**config.mk**
```make
export PLATFORM = sky130hd
export DESIGN_NAME = sps_port
export DESIGN_NICKNAME = d
export VERILOG_FILES = /design/src/sps_pkg.sv /design/src/sps_port.sv
export SDC_FILE = /design/constraint.sdc
export NUM_CORES = 1
export LEC_CHECK = 0
export BUFFER_PORTS_ARGS = -buffer_cell sky130_fd_sc_hd__buf_2
export CORE_AREA = 3 3 138 140
export CTS_CLUSTER_DIAMETER = 80
export DETAILED_ROUTE_END_ITERATION = 10
export DIE_AREA = 0 0 141 143
export GPL_TIMING_DRIVEN = 0
export HOLD_SLACK_MARGIN = 0.1
export PLACE_DENSITY = 0.7
export SLEW_MARGIN = 0
export SYNTH_ARGS = -nofsm -noshare
export SYNTH_HDL_FRONTEND = slang
export SYNTH_SLANG_ARGS = --single-unit
```
**constraint.sdc**
```tcl
create_clock -name i_sys_clk -period 4.3 [get_ports i_sys_clk]
set_clock_uncertainty 0.2 [all_clocks]
set_input_delay 0.86 -clock i_sys_clk [delete_from_list [all_inputs] [get_ports i_sys_clk]]
set_output_delay 0.86 -clock i_sys_clk [all_outputs]
set_load 0.02 [all_outputs]
```
**src/sps_pkg.sv**
```systemverilog
// shared constants and types of the serial peripheral port
package sps_pkg;

  // register byte addresses on the AXI4-Lite bus
  localparam logic [31:0] ADDR_CONTROL_FIRST  = 32'h0000_0000;
  localparam logic [31:0] ADDR_CONTROL_SECOND = 32'h0000_0004;
  localparam logic [31:0] ADDR_FLAGS          = 32'h0000_0008;
  localparam logic [31:0] ADDR_DATA           = 32'h0000_000C;
  localparam logic [31:0] ADDR_PIN_CTRL       = 32'h0000_0010;
  localparam logic [31:0] ADDR_PIN_STAT       = 32'h0000_0014;

  // flag bit positions
  localparam int FL_XFER = 0;
  localparam int FL_WCOL = 1;
  localparam int FL_DRE  = 2;
  localparam int FL_TXC  = 3;
  localparam int FL_RXC  = 4;

  // reset values
  localparam logic [7:0] RST_CONTROL  = 8'h00;
  localparam logic [7:0] RST_PIN_CTRL = 8'h00;

  // half sck period in clocks: div 4, 16, 64, 128, halved by the doubling bit
  localparam logic [6:0] HALF_DIV4   = 7'h02;
  localparam logic [6:0] HALF_DIV16  = 7'h08;
  localparam logic [6:0] HALF_DIV64  = 7'h20;
  localparam logic [6:0] HALF_DIV128 = 7'h40;
  localparam logic [4:0] LAST_EDGE   = 5'h0F;
  localparam logic [3:0] LAST_BIT    = 4'h7;

  // axi responses
  localparam logic [1:0] RESP_OKAY   = 2'h0;
  localparam logic [1:0] RESP_SLVERR = 2'h2;

  typedef enum logic [0:0] {
    SPS_IDLE = 1'b0,
    SPS_RUN  = 1'b1
  } sps_phase_t;

  typedef struct packed {
    logic [1:0] spare;
    logic       bit_order_bit;
    logic       master;
    logic [1:0] clock_divider_field;
    logic       clock_doubling_bit;
    logic       enable;
  } sps_ctrl_first_t;

  typedef struct packed {
    logic       buffered_operation_enable;
    logic       buffer_write_option;
    logic [2:0] spare;
    logic       select_line_disable;
    logic [1:0] mode;
  } sps_ctrl_second_t;

  // one bit per serial line
  typedef struct packed {
    logic ss_b;
    logic sck;
    logic miso;
    logic mosi;
  } sps_pins_t;

  typedef struct packed {
    sps_ctrl_first_t  control_first;
    sps_ctrl_second_t control_second;
    logic [7:0]       pin_ctrl;
    sps_pins_t        pin_s1;
    sps_pins_t        pin_s2;
    logic             sck_d;
    logic [7:0]       shift;
    logic             out_bit;
    logic [3:0]       bit_cnt;
    logic [4:0]       edge_cnt;
    logic [6:0]       half_cnt;
    logic             sck_lvl;
    sps_phase_t       phase;
    logic [7:0]       tx_buf;
    logic             tx_full;
    logic [7:0]       rx_first;
    logic             rx_first_ok;
    logic [7:0]       rx_second;
    logic             rx_second_ok;
    logic             flag_xfer;
    logic             flag_wcol;
    logic             flag_txc;
    logic             wake;
    logic             aw_got;
    logic [31:0]      aw_addr;
    logic             w_got;
    logic [7:0]       w_data;
    logic             w_en;
    logic             bvalid;
    logic [1:0]       bresp;
    logic             rvalid;
    logic [31:0]      rdata;
    logic [1:0]       rresp;
  } sps_state_t;

  localparam sps_state_t STATE_RESET = '0;

endpackage : sps_pkg

```
**src/sps_port.sv**
```systemverilog
// serial peripheral port, master or slave, with AXI4-Lite registers
`timescale 1ns/1ns

// Contract
// - one 8-bit shift register shifts in on the sample edge; the out bit is updated on the other sck edge
// - data write loads shift register, or transmit buffer when buffered
// - data read returns first receive buffer, or second when buffered
// - master mode has its own serial clock generator
// - slave mode synchronises incoming clock and samples it to advance shifting
// - enabled port forces input direction on master-in or slave-in, clock, select
// - software direction: output drives the line, input leaves it readable
// - slave output drives only while select low, else tri-state
// - master pulls select low first; slave works only while selected
// - data goes out on one line and in on the other simultaneously
// - bit order selectable, least or most significant first
// - seven clock rates from divider field and doubling bit
// - doubled speed with divider 4 runs serial clock at half the peripheral clock
// - write collision flag marks unbuffered data writes during a transfer, buffered ones to a full buffer
// - transfer flag sets when a transmission ends
// - keeps running in idle sleep and gives a wake-up event
// - halts while cpu is halted for debug, runs otherwise
// - everything runs in the peripheral clock domain
// - select line disable makes master ignore its select pin
// - master data write starts clock, shifts eight bits, then sets flag
// - low select input demotes master to slave and sets transfer flag
// - unbuffered write during transfer corrupts byte and sets collision flag
module sps_port (
  // clock and reset
  input  wire logic              i_sys_clk,
  input  wire logic              i_rst_b,
  // debug halt from the cpu
  input  wire logic              i_dbg_halt,
  // axi4-lite write
  input  wire logic              i_awvalid,
  output logic                   o_awready,
  input  wire logic [31:0]       i_awaddr,
  input  wire logic              i_wvalid,
  output logic                   o_wready,
  input  wire logic [31:0]       i_wdata,
  input  wire logic [3:0]        i_wstrb,
  output logic                   o_bvalid,
  input  wire logic              i_bready,
  output logic [1:0]             o_bresp,
  // axi4-lite read
  input  wire logic              i_arvalid,
  output logic                   o_arready,
  input  wire logic [31:0]       i_araddr,
  output logic                   o_rvalid,
  input  wire logic              i_rready,
  output logic [31:0]            o_rdata,
  output logic [1:0]             o_rresp,
  // serial lines
  input  wire sps_pkg::sps_pins_t i_pin,
  output sps_pkg::sps_pins_t     o_pin,
  output sps_pkg::sps_pins_t     o_pin_oe,
  // wake-up event
  output logic                   o_wake
);

  sps_pkg::sps_state_t s;
  sps_pkg::sps_state_t next_s;

  function automatic logic top_bit(input logic [7:0] v, input logic lsb_first);
    top_bit = lsb_first ? v[0] : v[7];
  endfunction : top_bit

  function automatic logic [7:0] shift_in(input logic [7:0] v, input logic lsb_first,
                                          input logic b);
    shift_in = lsb_first ? {b, v[7:1]} : {v[6:0], b};
  endfunction : shift_in

  function automatic logic [6:0] half_period(input logic [1:0] div, input logic dbl);
    logic [6:0] h;
    h = sps_pkg::HALF_DIV4;
    unique case (div)
      2'h0: h = sps_pkg::HALF_DIV4;
      2'h1: h = sps_pkg::HALF_DIV16;
      2'h2: h = sps_pkg::HALF_DIV64;
      2'h3: h = sps_pkg::HALF_DIV128;
    endcase
    half_period = dbl ? {1'b0, h[6:1]} : h;
  endfunction : half_period

  logic       en;
  logic       mst;
  logic       lsb;
  logic       cpol;
  logic       cpha;
  logic       bufd;
  logic       busy;
  logic       tick;
  logic       leading;
  logic       sample;
  logic       done;
  logic       wr_do;
  logic       rd_do;
  logic [7:0] flags;
  logic [7:0] byte_in;

  assign en   = s.control_first.enable;
  assign mst  = s.control_first.master;
  assign lsb  = s.control_first.bit_order_bit;
  assign cpol = s.control_second.mode[1];
  assign cpha = s.control_second.mode[0];
  assign bufd = s.control_second.buffered_operation_enable;
  assign busy = (s.phase == sps_pkg::SPS_RUN) ||
                (!mst && !s.pin_s2.ss_b && s.bit_cnt != 4'h0);
  assign flags = {3'h0, s.rx_second_ok, s.flag_txc, !s.tx_full, s.flag_wcol, s.flag_xfer};
  assign wr_do = s.aw_got && s.w_got && !s.bvalid;
  assign rd_do = i_arvalid && !s.rvalid;

  always_comb begin
    next_s = s;
    tick    = 1'b0;
    leading = 1'b0;
    sample  = 1'b0;
    done    = 1'b0;
    byte_in = s.shift;
    next_s.wake   = 1'b0;
    // two-stage synchronisers on every pin
    next_s.pin_s1 = i_pin;
    next_s.pin_s2 = s.pin_s1;
    next_s.sck_d  = s.pin_s2.sck;

    // axi address and data capture
    if (i_awvalid && !s.aw_got && !s.bvalid) begin
      next_s.aw_got  = 1'b1;
      next_s.aw_addr = i_awaddr;
    end
    if (i_wvalid && !s.w_got && !s.bvalid) begin
      next_s.w_got  = 1'b1;
      next_s.w_data = i_wdata[7:0];
      next_s.w_en   = i_wstrb[0];
    end
    if (s.bvalid && i_bready) begin
      next_s.bvalid = 1'b0;
    end
    if (s.rvalid && i_rready) begin
      next_s.rvalid = 1'b0;
    end

    // flag clears by writing one; engine sets below take priority
    if (wr_do && s.w_en && s.aw_addr == sps_pkg::ADDR_FLAGS) begin
      if (s.w_data[sps_pkg::FL_XFER]) next_s.flag_xfer = 1'b0;
      if (s.w_data[sps_pkg::FL_WCOL]) next_s.flag_wcol = 1'b0;
      if (s.w_data[sps_pkg::FL_TXC])  next_s.flag_txc  = 1'b0;
    end

    // register read and its pop of the receive fifo
    if (rd_do) begin
      next_s.rvalid = 1'b1;
      next_s.rresp  = sps_pkg::RESP_OKAY;
      next_s.rdata  = 32'h0000_0000;
      unique case (i_araddr)
        sps_pkg::ADDR_CONTROL_FIRST:  next_s.rdata[7:0] = s.control_first;
        sps_pkg::ADDR_CONTROL_SECOND: next_s.rdata[7:0] = s.control_second;
        sps_pkg::ADDR_FLAGS:          next_s.rdata[7:0] = flags;
        sps_pkg::ADDR_PIN_CTRL:       next_s.rdata[7:0] = s.pin_ctrl;
        sps_pkg::ADDR_PIN_STAT:       next_s.rdata[3:0] = s.pin_s2;
        sps_pkg::ADDR_DATA: begin
          if (bufd) begin
            next_s.rdata[7:0]   = s.rx_second;
            next_s.rx_second    = s.rx_first;
            next_s.rx_second_ok = s.rx_first_ok;
            next_s.rx_first_ok  = 1'b0;
          end else begin
            next_s.rdata[7:0] = s.rx_first;
          end
        end
        default: next_s.rresp = sps_pkg::RESP_SLVERR;
      endcase
    end

    // shift engine, frozen while the cpu is halted
    if (!en) begin
      next_s.phase    = sps_pkg::SPS_IDLE;
      next_s.bit_cnt  = 4'h0;
      next_s.sck_lvl  = cpol;
    end else if (!i_dbg_halt) begin
      if (mst) begin
        if (s.phase == sps_pkg::SPS_RUN) begin
          tick = (s.half_cnt == half_period(s.control_first.clock_divider_field,
                                            s.control_first.clock_doubling_bit) - 7'h01);
          next_s.half_cnt = tick ? 7'h00 : s.half_cnt + 7'h01;
          if (tick) begin
            leading         = !s.edge_cnt[0];
            sample          = leading ^ cpha;
            next_s.sck_lvl  = !s.sck_lvl;
            next_s.edge_cnt = s.edge_cnt + 5'h01;
            if (sample) begin
              next_s.shift = shift_in(s.shift, lsb, s.pin_s2.miso);
            end else begin
              next_s.out_bit = top_bit(s.shift, lsb);
            end
            done = (s.edge_cnt == sps_pkg::LAST_EDGE);
          end
        end else if (bufd && s.tx_full) begin
          next_s.shift    = s.tx_buf;
          next_s.tx_full  = 1'b0;
          next_s.out_bit  = top_bit(s.tx_buf, lsb);
          next_s.phase    = sps_pkg::SPS_RUN;
          next_s.half_cnt = 7'h00;
          next_s.edge_cnt = 5'h00;
          next_s.sck_lvl  = cpol;
        end
      end else if (!s.pin_s2.ss_b) begin
        if (s.pin_s2.sck != s.sck_d) begin
          leading = (s.pin_s2.sck != cpol);
          sample  = leading ^ cpha;
          if (sample) begin
            next_s.shift   = shift_in(s.shift, lsb, s.pin_s2.mosi);
            next_s.bit_cnt = s.bit_cnt + 4'h1;
            done           = (s.bit_cnt == sps_pkg::LAST_BIT);
            if (done) next_s.bit_cnt = 4'h0;
          end else begin
            next_s.out_bit = top_bit(s.shift, lsb);
          end
        end
      end else begin
        next_s.bit_cnt = 4'h0;
        next_s.out_bit = top_bit(s.shift, lsb);
        if (bufd && s.tx_full) begin
          next_s.shift   = s.tx_buf;
          next_s.tx_full = 1'b0;
          next_s.out_bit = top_bit(s.tx_buf, lsb);
        end
      end
    end

    // end of a byte: deliver, flag, reload from the transmit buffer
    if (done) begin
      byte_in          = next_s.shift;
      next_s.flag_xfer = 1'b1;
      next_s.wake      = 1'b1;
      if (mst) begin
        next_s.phase   = sps_pkg::SPS_IDLE;
        next_s.sck_lvl = cpol;
      end
      if (bufd) begin
        if (!next_s.rx_second_ok) begin
          next_s.rx_second    = byte_in;
          next_s.rx_second_ok = 1'b1;
        end else begin
          next_s.rx_first    = byte_in;
          next_s.rx_first_ok = 1'b1;
        end
        if (s.tx_full) begin
          next_s.shift   = s.tx_buf;
          next_s.tx_full = 1'b0;
          next_s.out_bit = top_bit(s.tx_buf, lsb);
          if (mst) begin
            next_s.phase    = sps_pkg::SPS_RUN;
            next_s.half_cnt = 7'h00;
            next_s.edge_cnt = 5'h00;
          end
        end else begin
          next_s.flag_txc = 1'b1;
        end
      end else begin
        next_s.rx_first = byte_in;
      end
    end

    // register writes, applied after the engine so they override it
    if (wr_do) begin
      next_s.aw_got = 1'b0;
      next_s.w_got  = 1'b0;
      next_s.bvalid = 1'b1;
      next_s.bresp  = sps_pkg::RESP_OKAY;
      unique case (s.aw_addr)
        sps_pkg::ADDR_CONTROL_FIRST: begin
          if (s.w_en) next_s.control_first = s.w_data;
        end
        sps_pkg::ADDR_CONTROL_SECOND: begin
          if (s.w_en) next_s.control_second = s.w_data;
        end
        sps_pkg::ADDR_PIN_CTRL: begin
          if (s.w_en) next_s.pin_ctrl = s.w_data;
        end
        sps_pkg::ADDR_FLAGS: begin
        end
        sps_pkg::ADDR_PIN_STAT: begin
        end
        sps_pkg::ADDR_DATA: begin
          if (s.w_en && bufd) begin
            if (next_s.tx_full) next_s.flag_wcol = 1'b1;
            next_s.tx_buf  = s.w_data;
            next_s.tx_full = 1'b1;
          end else if (s.w_en) begin
            next_s.shift = s.w_data;
            if (busy) begin
              next_s.flag_wcol = 1'b1;
            end else begin
              next_s.out_bit = top_bit(s.w_data, lsb);
              if (en && mst) begin
                next_s.phase    = sps_pkg::SPS_RUN;
                next_s.half_cnt = 7'h00;
                next_s.edge_cnt = 5'h00;
                next_s.sck_lvl  = cpol;
              end
            end
          end
        end
        default: next_s.bresp = sps_pkg::RESP_SLVERR;
      endcase
    end

    // another master pulls select low: step down to slave
    if (en && mst && !s.control_second.select_line_disable && !s.pin_ctrl[3] &&
        !s.pin_s2.ss_b) begin
      next_s.control_first.master = 1'b0;
      next_s.flag_xfer            = 1'b1;
      next_s.phase                = sps_pkg::SPS_IDLE;
      next_s.bit_cnt              = 4'h0;
      next_s.sck_lvl              = cpol;
    end
  end

  always_ff @(posedge i_sys_clk) begin
    if (!i_rst_b) begin
      s <= sps_pkg::STATE_RESET;
    end else begin
      s <= next_s;
    end
  end

  // bus handshakes and answers
  assign o_awready = !s.aw_got && !s.bvalid;
  assign o_wready  = !s.w_got && !s.bvalid;
  assign o_bvalid  = s.bvalid;
  assign o_bresp   = s.bresp;
  assign o_arready = !s.rvalid;
  assign o_rvalid  = s.rvalid;
  assign o_rdata   = s.rdata;
  assign o_rresp   = s.rresp;
  assign o_wake    = s.wake;

  // pin drive: enabled port overrides the input lines of its role
  always_comb begin
    o_pin.mosi    = (en && mst) ? s.out_bit : s.pin_ctrl[4];
    o_pin.miso    = (en && !mst) ? s.out_bit : s.pin_ctrl[5];
    o_pin.sck     = (en && mst) ? s.sck_lvl : s.pin_ctrl[6];
    o_pin.ss_b    = s.pin_ctrl[7];
    o_pin_oe.mosi = (en && !mst) ? 1'b0 : s.pin_ctrl[0];
    o_pin_oe.sck  = (en && !mst) ? 1'b0 : s.pin_ctrl[2];
    o_pin_oe.ss_b = (en && !mst) ? 1'b0 : s.pin_ctrl[3];
    if (en && mst) begin
      o_pin_oe.miso = 1'b0;
    end else if (en) begin
      o_pin_oe.miso = s.pin_ctrl[1] && !s.pin_s2.ss_b;
    end else begin
      o_pin_oe.miso = s.pin_ctrl[1];
    end
  end

endmodule : sps_port

```
Word level (Yosys, flattened, before mapping). Cells that the tools add are included. W data, S select, Z words.

Logic and storage cells: 250. Input bits: 112. Flip-flop bits (word level): 148.

Bitwise gates (word level): 4. Add/subtract/negate cells: 4. Mux-type cells: 116. Equal/unequal tests: 23. Reductions and logical operators: 55.

Operator list (number): $mux W9 (16); $eq A32 B4 Y1 const B (4); $eq A32 B5 Y1 const B (4); $mux W14 (7); $eq A32 B3 Y1 const B (2); $logic_not A32 Y1 (2); $mux W27 (2); $mux W1 (49); $mux W12 (4); $mux W8 (6); $mux W23 (2); $mux W7 (6); $mux W10 (4); $mux W13 (3); $mux W35 (1); $pmux W7 S4 (1); $pmux W4 S6 (1); $logic_and A1 B1 Y1 (23); $mux W20 (1); $pmux W4 S5 (1); $mux W2 (6); $mux W4 (3); $reduce_and A3 Y1 (4); $reduce_or A6 Y1 (2); other kinds (27) (48).

Depth between registers and ports, before layout.
Word-level depth: 27. Gate-level depth with buffers: 11.

Worst setup path before layout. OpenSTA, ideal clock, no wires.

Path type: input -> register. Start: input port i_araddr[1]. End: register s[91] in the netlist's numbering. Path buffers: 1. Setup time: 58 ps. Arrival: 2610 ps. Stages: 8. Data required time: 4042 ps. Path slack: 1432 ps. Cell sequence: nor4_1 > nand4_1 > o41a_1 > a211oi_4 > o21ai_2 > buf_6 > a21oi_2 > o21a_1.

Cells in the longest elaborated chain, start to end: 6.

Ends and longest elaborated chain: from (decl) (line sps_port.sv:47) `input wire logic [31:0] i_araddr,`; $eq A32 B4 Y1 * (line sps_port.sv:154) `unique case (i_araddr)`; $mux W10 * (line sps_port.sv:154); $mux W10 * (line sps_port.sv:150) `if (rd_do) begin`; $mux W9 (line sps_port.sv:240) `if (!next_s.rx_second_ok) begin`; $mux W10 (line sps_port.sv:239) `if (bufd) begin`; $mux W20 * (line sps_port.sv:231) `if (done) begin`; to (signal assigned) (line sps_port.sv:321) `s <= sps_pkg::STATE_RESET;`; to (signal assigned) (line sps_port.sv:323) `s <= next_s;`; to (decl) (line sps_port.sv:60) `sps_pkg::sps_state_t s;`.

Every way passes the cells marked *; elsewhere a longest branch is shown, timed or not. A chain may end at the register's enable or synchronous reset.

==> run summary <==
Outcome = complete, no violations
Tot Pwr = 3180 µW
Via count = 7767
Cell Int Power = 2290 µW
Slew @ Worst Pin = 1.29 ns
Synth Area in Compound Gates = 20.5%
First-pass GRT wire length = 38.6 mm
N_diodes = 0
Fraction of layout cells with a size suffix above 1 = 21.5%
Final Util = 52.9%
Clock Power Share = 45.9%
Die width = 141 µm
Core area = 0.0180 mm²
Largest net degree at the start of global routing = 17
Reg2Reg Depth = 8
CTS hold repair buffers = 0
DR DRC count = 0
CP Class = reg -> out
GP Congestion = 0.959
Sum Neg Setup Slack = 0 ns
Die area = 0.0202 mm²
Syn. warnings = 0
Yosys reg bits = 146
Initial DRT Pass Iterations = 5
Clock Tree Buf Depth = 2
Max-cap viol count = 0
Syn avg cell area = 8.14 µm²
Clock latency on the worst-skew pair = 0.44 ns
Post-Synth XOR/XNOR Area = 0.531%
Highest Clock Rate = 280 MHz
Tcrit/Tclk final = 83.0%
Crit path DAT = 2.51 ns
Sw power = 896 µW
Largest family of logic cells by synthesized area = simple AND/OR/NAND/NOR gates
Comb pwr share = 9.1%
Vias in the first global route = 7020
DRT antenna net count = 0
Reg power frac = 45.0%
Hold path cells = 1
Cts bufs inserted = 17
Post-CTS setup buffer count = 0
Final Setup Violations = 0
Dpl cell area = 0.00893 mm²
Synthesized area = 0.00802 mm²
Switch share = 28.1%
DR WL/cell = 18.0 µm
Critical path peak fanout = 10
Post-cts sizing count = 0
Multiplexer share of the synthesized area = 9.85%
Startpoint Class = flip-flop
CTS Root Cell = clkbuf_16
Hold Vio Cnt, Final = 0
H-tree levels = 4
Gr ovfl total = 0
RSZ-0062 raised after global routing = false
Vias/cell = 5.64
Die height = 143 µm
CP endpoint kind = output pin
PD cells = 335 mW/mm²
WL final = 24.9 mm
Post-Synth Adder-Cell Area = 0.780%
EDFF count, synth = 0
Starting Density = 44.6%
Relative slew slack = 13.0%
Post-synthesis simple-gate area fraction = 24.3%
Fin area = 0.00951 mm²
Buffers on Ports = 107
Clock transition at the registers of the reported paths = 0.07 ns
Antenna violations before repair = 1
Final Net Count = 1253
Commonest non-fill, non-tap cell in the layout = nand2_1
Post-Synthesis Cells = 985
Max VDD drop = 0.289 mV
Ports = 162
Clock Sinks = 146
Final HPWL DP = 18.7 mm
Dominant register cell in the synthesized netlist = dfxtp_1
DRT iter0 DRCs = 742
Site Rows = 49
GRT Resource Usage Total = 24.1%
Worst Path Required = 3.24 ns
Most frequent cells in the layout = nand2_1, dfxtp_1, buf_2, a21oi_1, nor2_1
Synth async-reset ratio = 0%
CTS tree = done
Class of the worst hold path = reg -> reg
Final Slew Violations = 0
Seq/Total Area, Yosys = 36.5%
Tmin final = 3.57 ns
Netlist cell types = 81
Pleak = 0.00388 µW
P&R area growth vs syn = 18.6%
state kept, by name, summed over array words and instances (netlist names):
register,cells
cpha,1
mst,1
s,117
cpol,1
o_rresp,1
en,1
o_rdata,8
next_s,5
o_bvalid,1
flags,4
o_bresp,1
lsb,1
o_pin,1
o_wake,1
o_rvalid,1
bufd,1
cell usage after synthesis, types with 9 or more instances:
library cell / count / area, µm²
nor3_1: 10 / 50.1
o211ai_1: 9 / 67.6
dfxtp_1: 146 / 2920
clkbuf_1: 31 / 116
buf_1: 9 / 33.8
nor2_1: 75 / 282
nor4_1: 21 / 131
o21a_1: 10 / 75.1
a21oi_1: 98 / 490
a31oi_1: 11 / 68.8
inv_1: 15 / 56.3
mux2_2: 22 / 248
mux2i_1: 44 / 440
nand2_1: 178 / 668
nand3_1: 27 / 135
and2_1: 19 / 119
nor2b_1: 12 / 75.1
nand2b_1: 11 / 68.8
nand4_1: 10 / 62.6
o21ai_0: 36 / 180
buf_4: 40 / 300
power by group through the flow:
stage	Sequential, µW	Clock [µW]	Combinational, µW
6_report	1430	1460	289
5_1_grt	1440	1520	321
4_1_cts	1430	1470	288
3_5_place_dp	1460	0	287
3_3_place_gp	1460	0	284
2_1_floorplan	1450	0	194
cells by family after synthesis:
logic type      Yosys count
simple gates            402
compound gates          247
flops                   146
buf+inv                 109
mux                      71
fa+ha+maj                 5
xor+xnor                  4
other cells               1
final cells by class:
| cell class | count | area, µm² |
|---|---|---|
| Fill cell | 1712 | 8450 |
| Multi-Input combinational cell | 755 | 4590 |
| Sequential cell | 146 | 2920 |
| Timing Repair Buffer | 107 | 536 |
| Buffer | 92 | 536 |
| Clock buffer | 18 | 439 |
| Tap cell | 229 | 287 |
| Clock inverter | 14 | 139 |
| Inverter | 17 | 63.8 |
layer usage:
metal | up-vias | part of all wire, % | wire [µm] | GRT usage [%]
met4 | 2 | 2.7 | 677 | 8.31
met5 | - | 0.028 | 7 | 0
met1 | 3588 | 43 | 10800 | 32.1
met2 | 345 | 46 | 11500 | 39.3
li1 | 3771 | - | - | -
met3 | 61 | 7.7 | 1920 | 4.79
worst paths after layout:
check | startpoint | end | slack [ns]
worst max-delay path | mst | o_pin[1] | 0.73
worst min-delay path | next_s[140] | s[140] | 0.22
worst max register to register | s[64] | s[114] | 1.28
worst min register to register | next_s[140] | s[140] | 0.22
worst max-delay path: stages (launching register included):
cell and delay, ns:
dfxtp_1 0.35, clkbuf_1 0.41, clkbuf_1 0.52, nand2b_1 0.29, mux2_2 0.35, buf_2 0.16
through the flow:
step	hold WS, ns	setup slack [ns]	std cells
after detailed placement	0.220	0.923	1346
after global routing	0.235	0.672	1378
after global placement	0.218	0.903	1346
final	0.224	0.732	1378
after CTS	0.232	0.788	1378
after floorplan	0.212	1.43	1010
(Power assumes the default switching activity.)
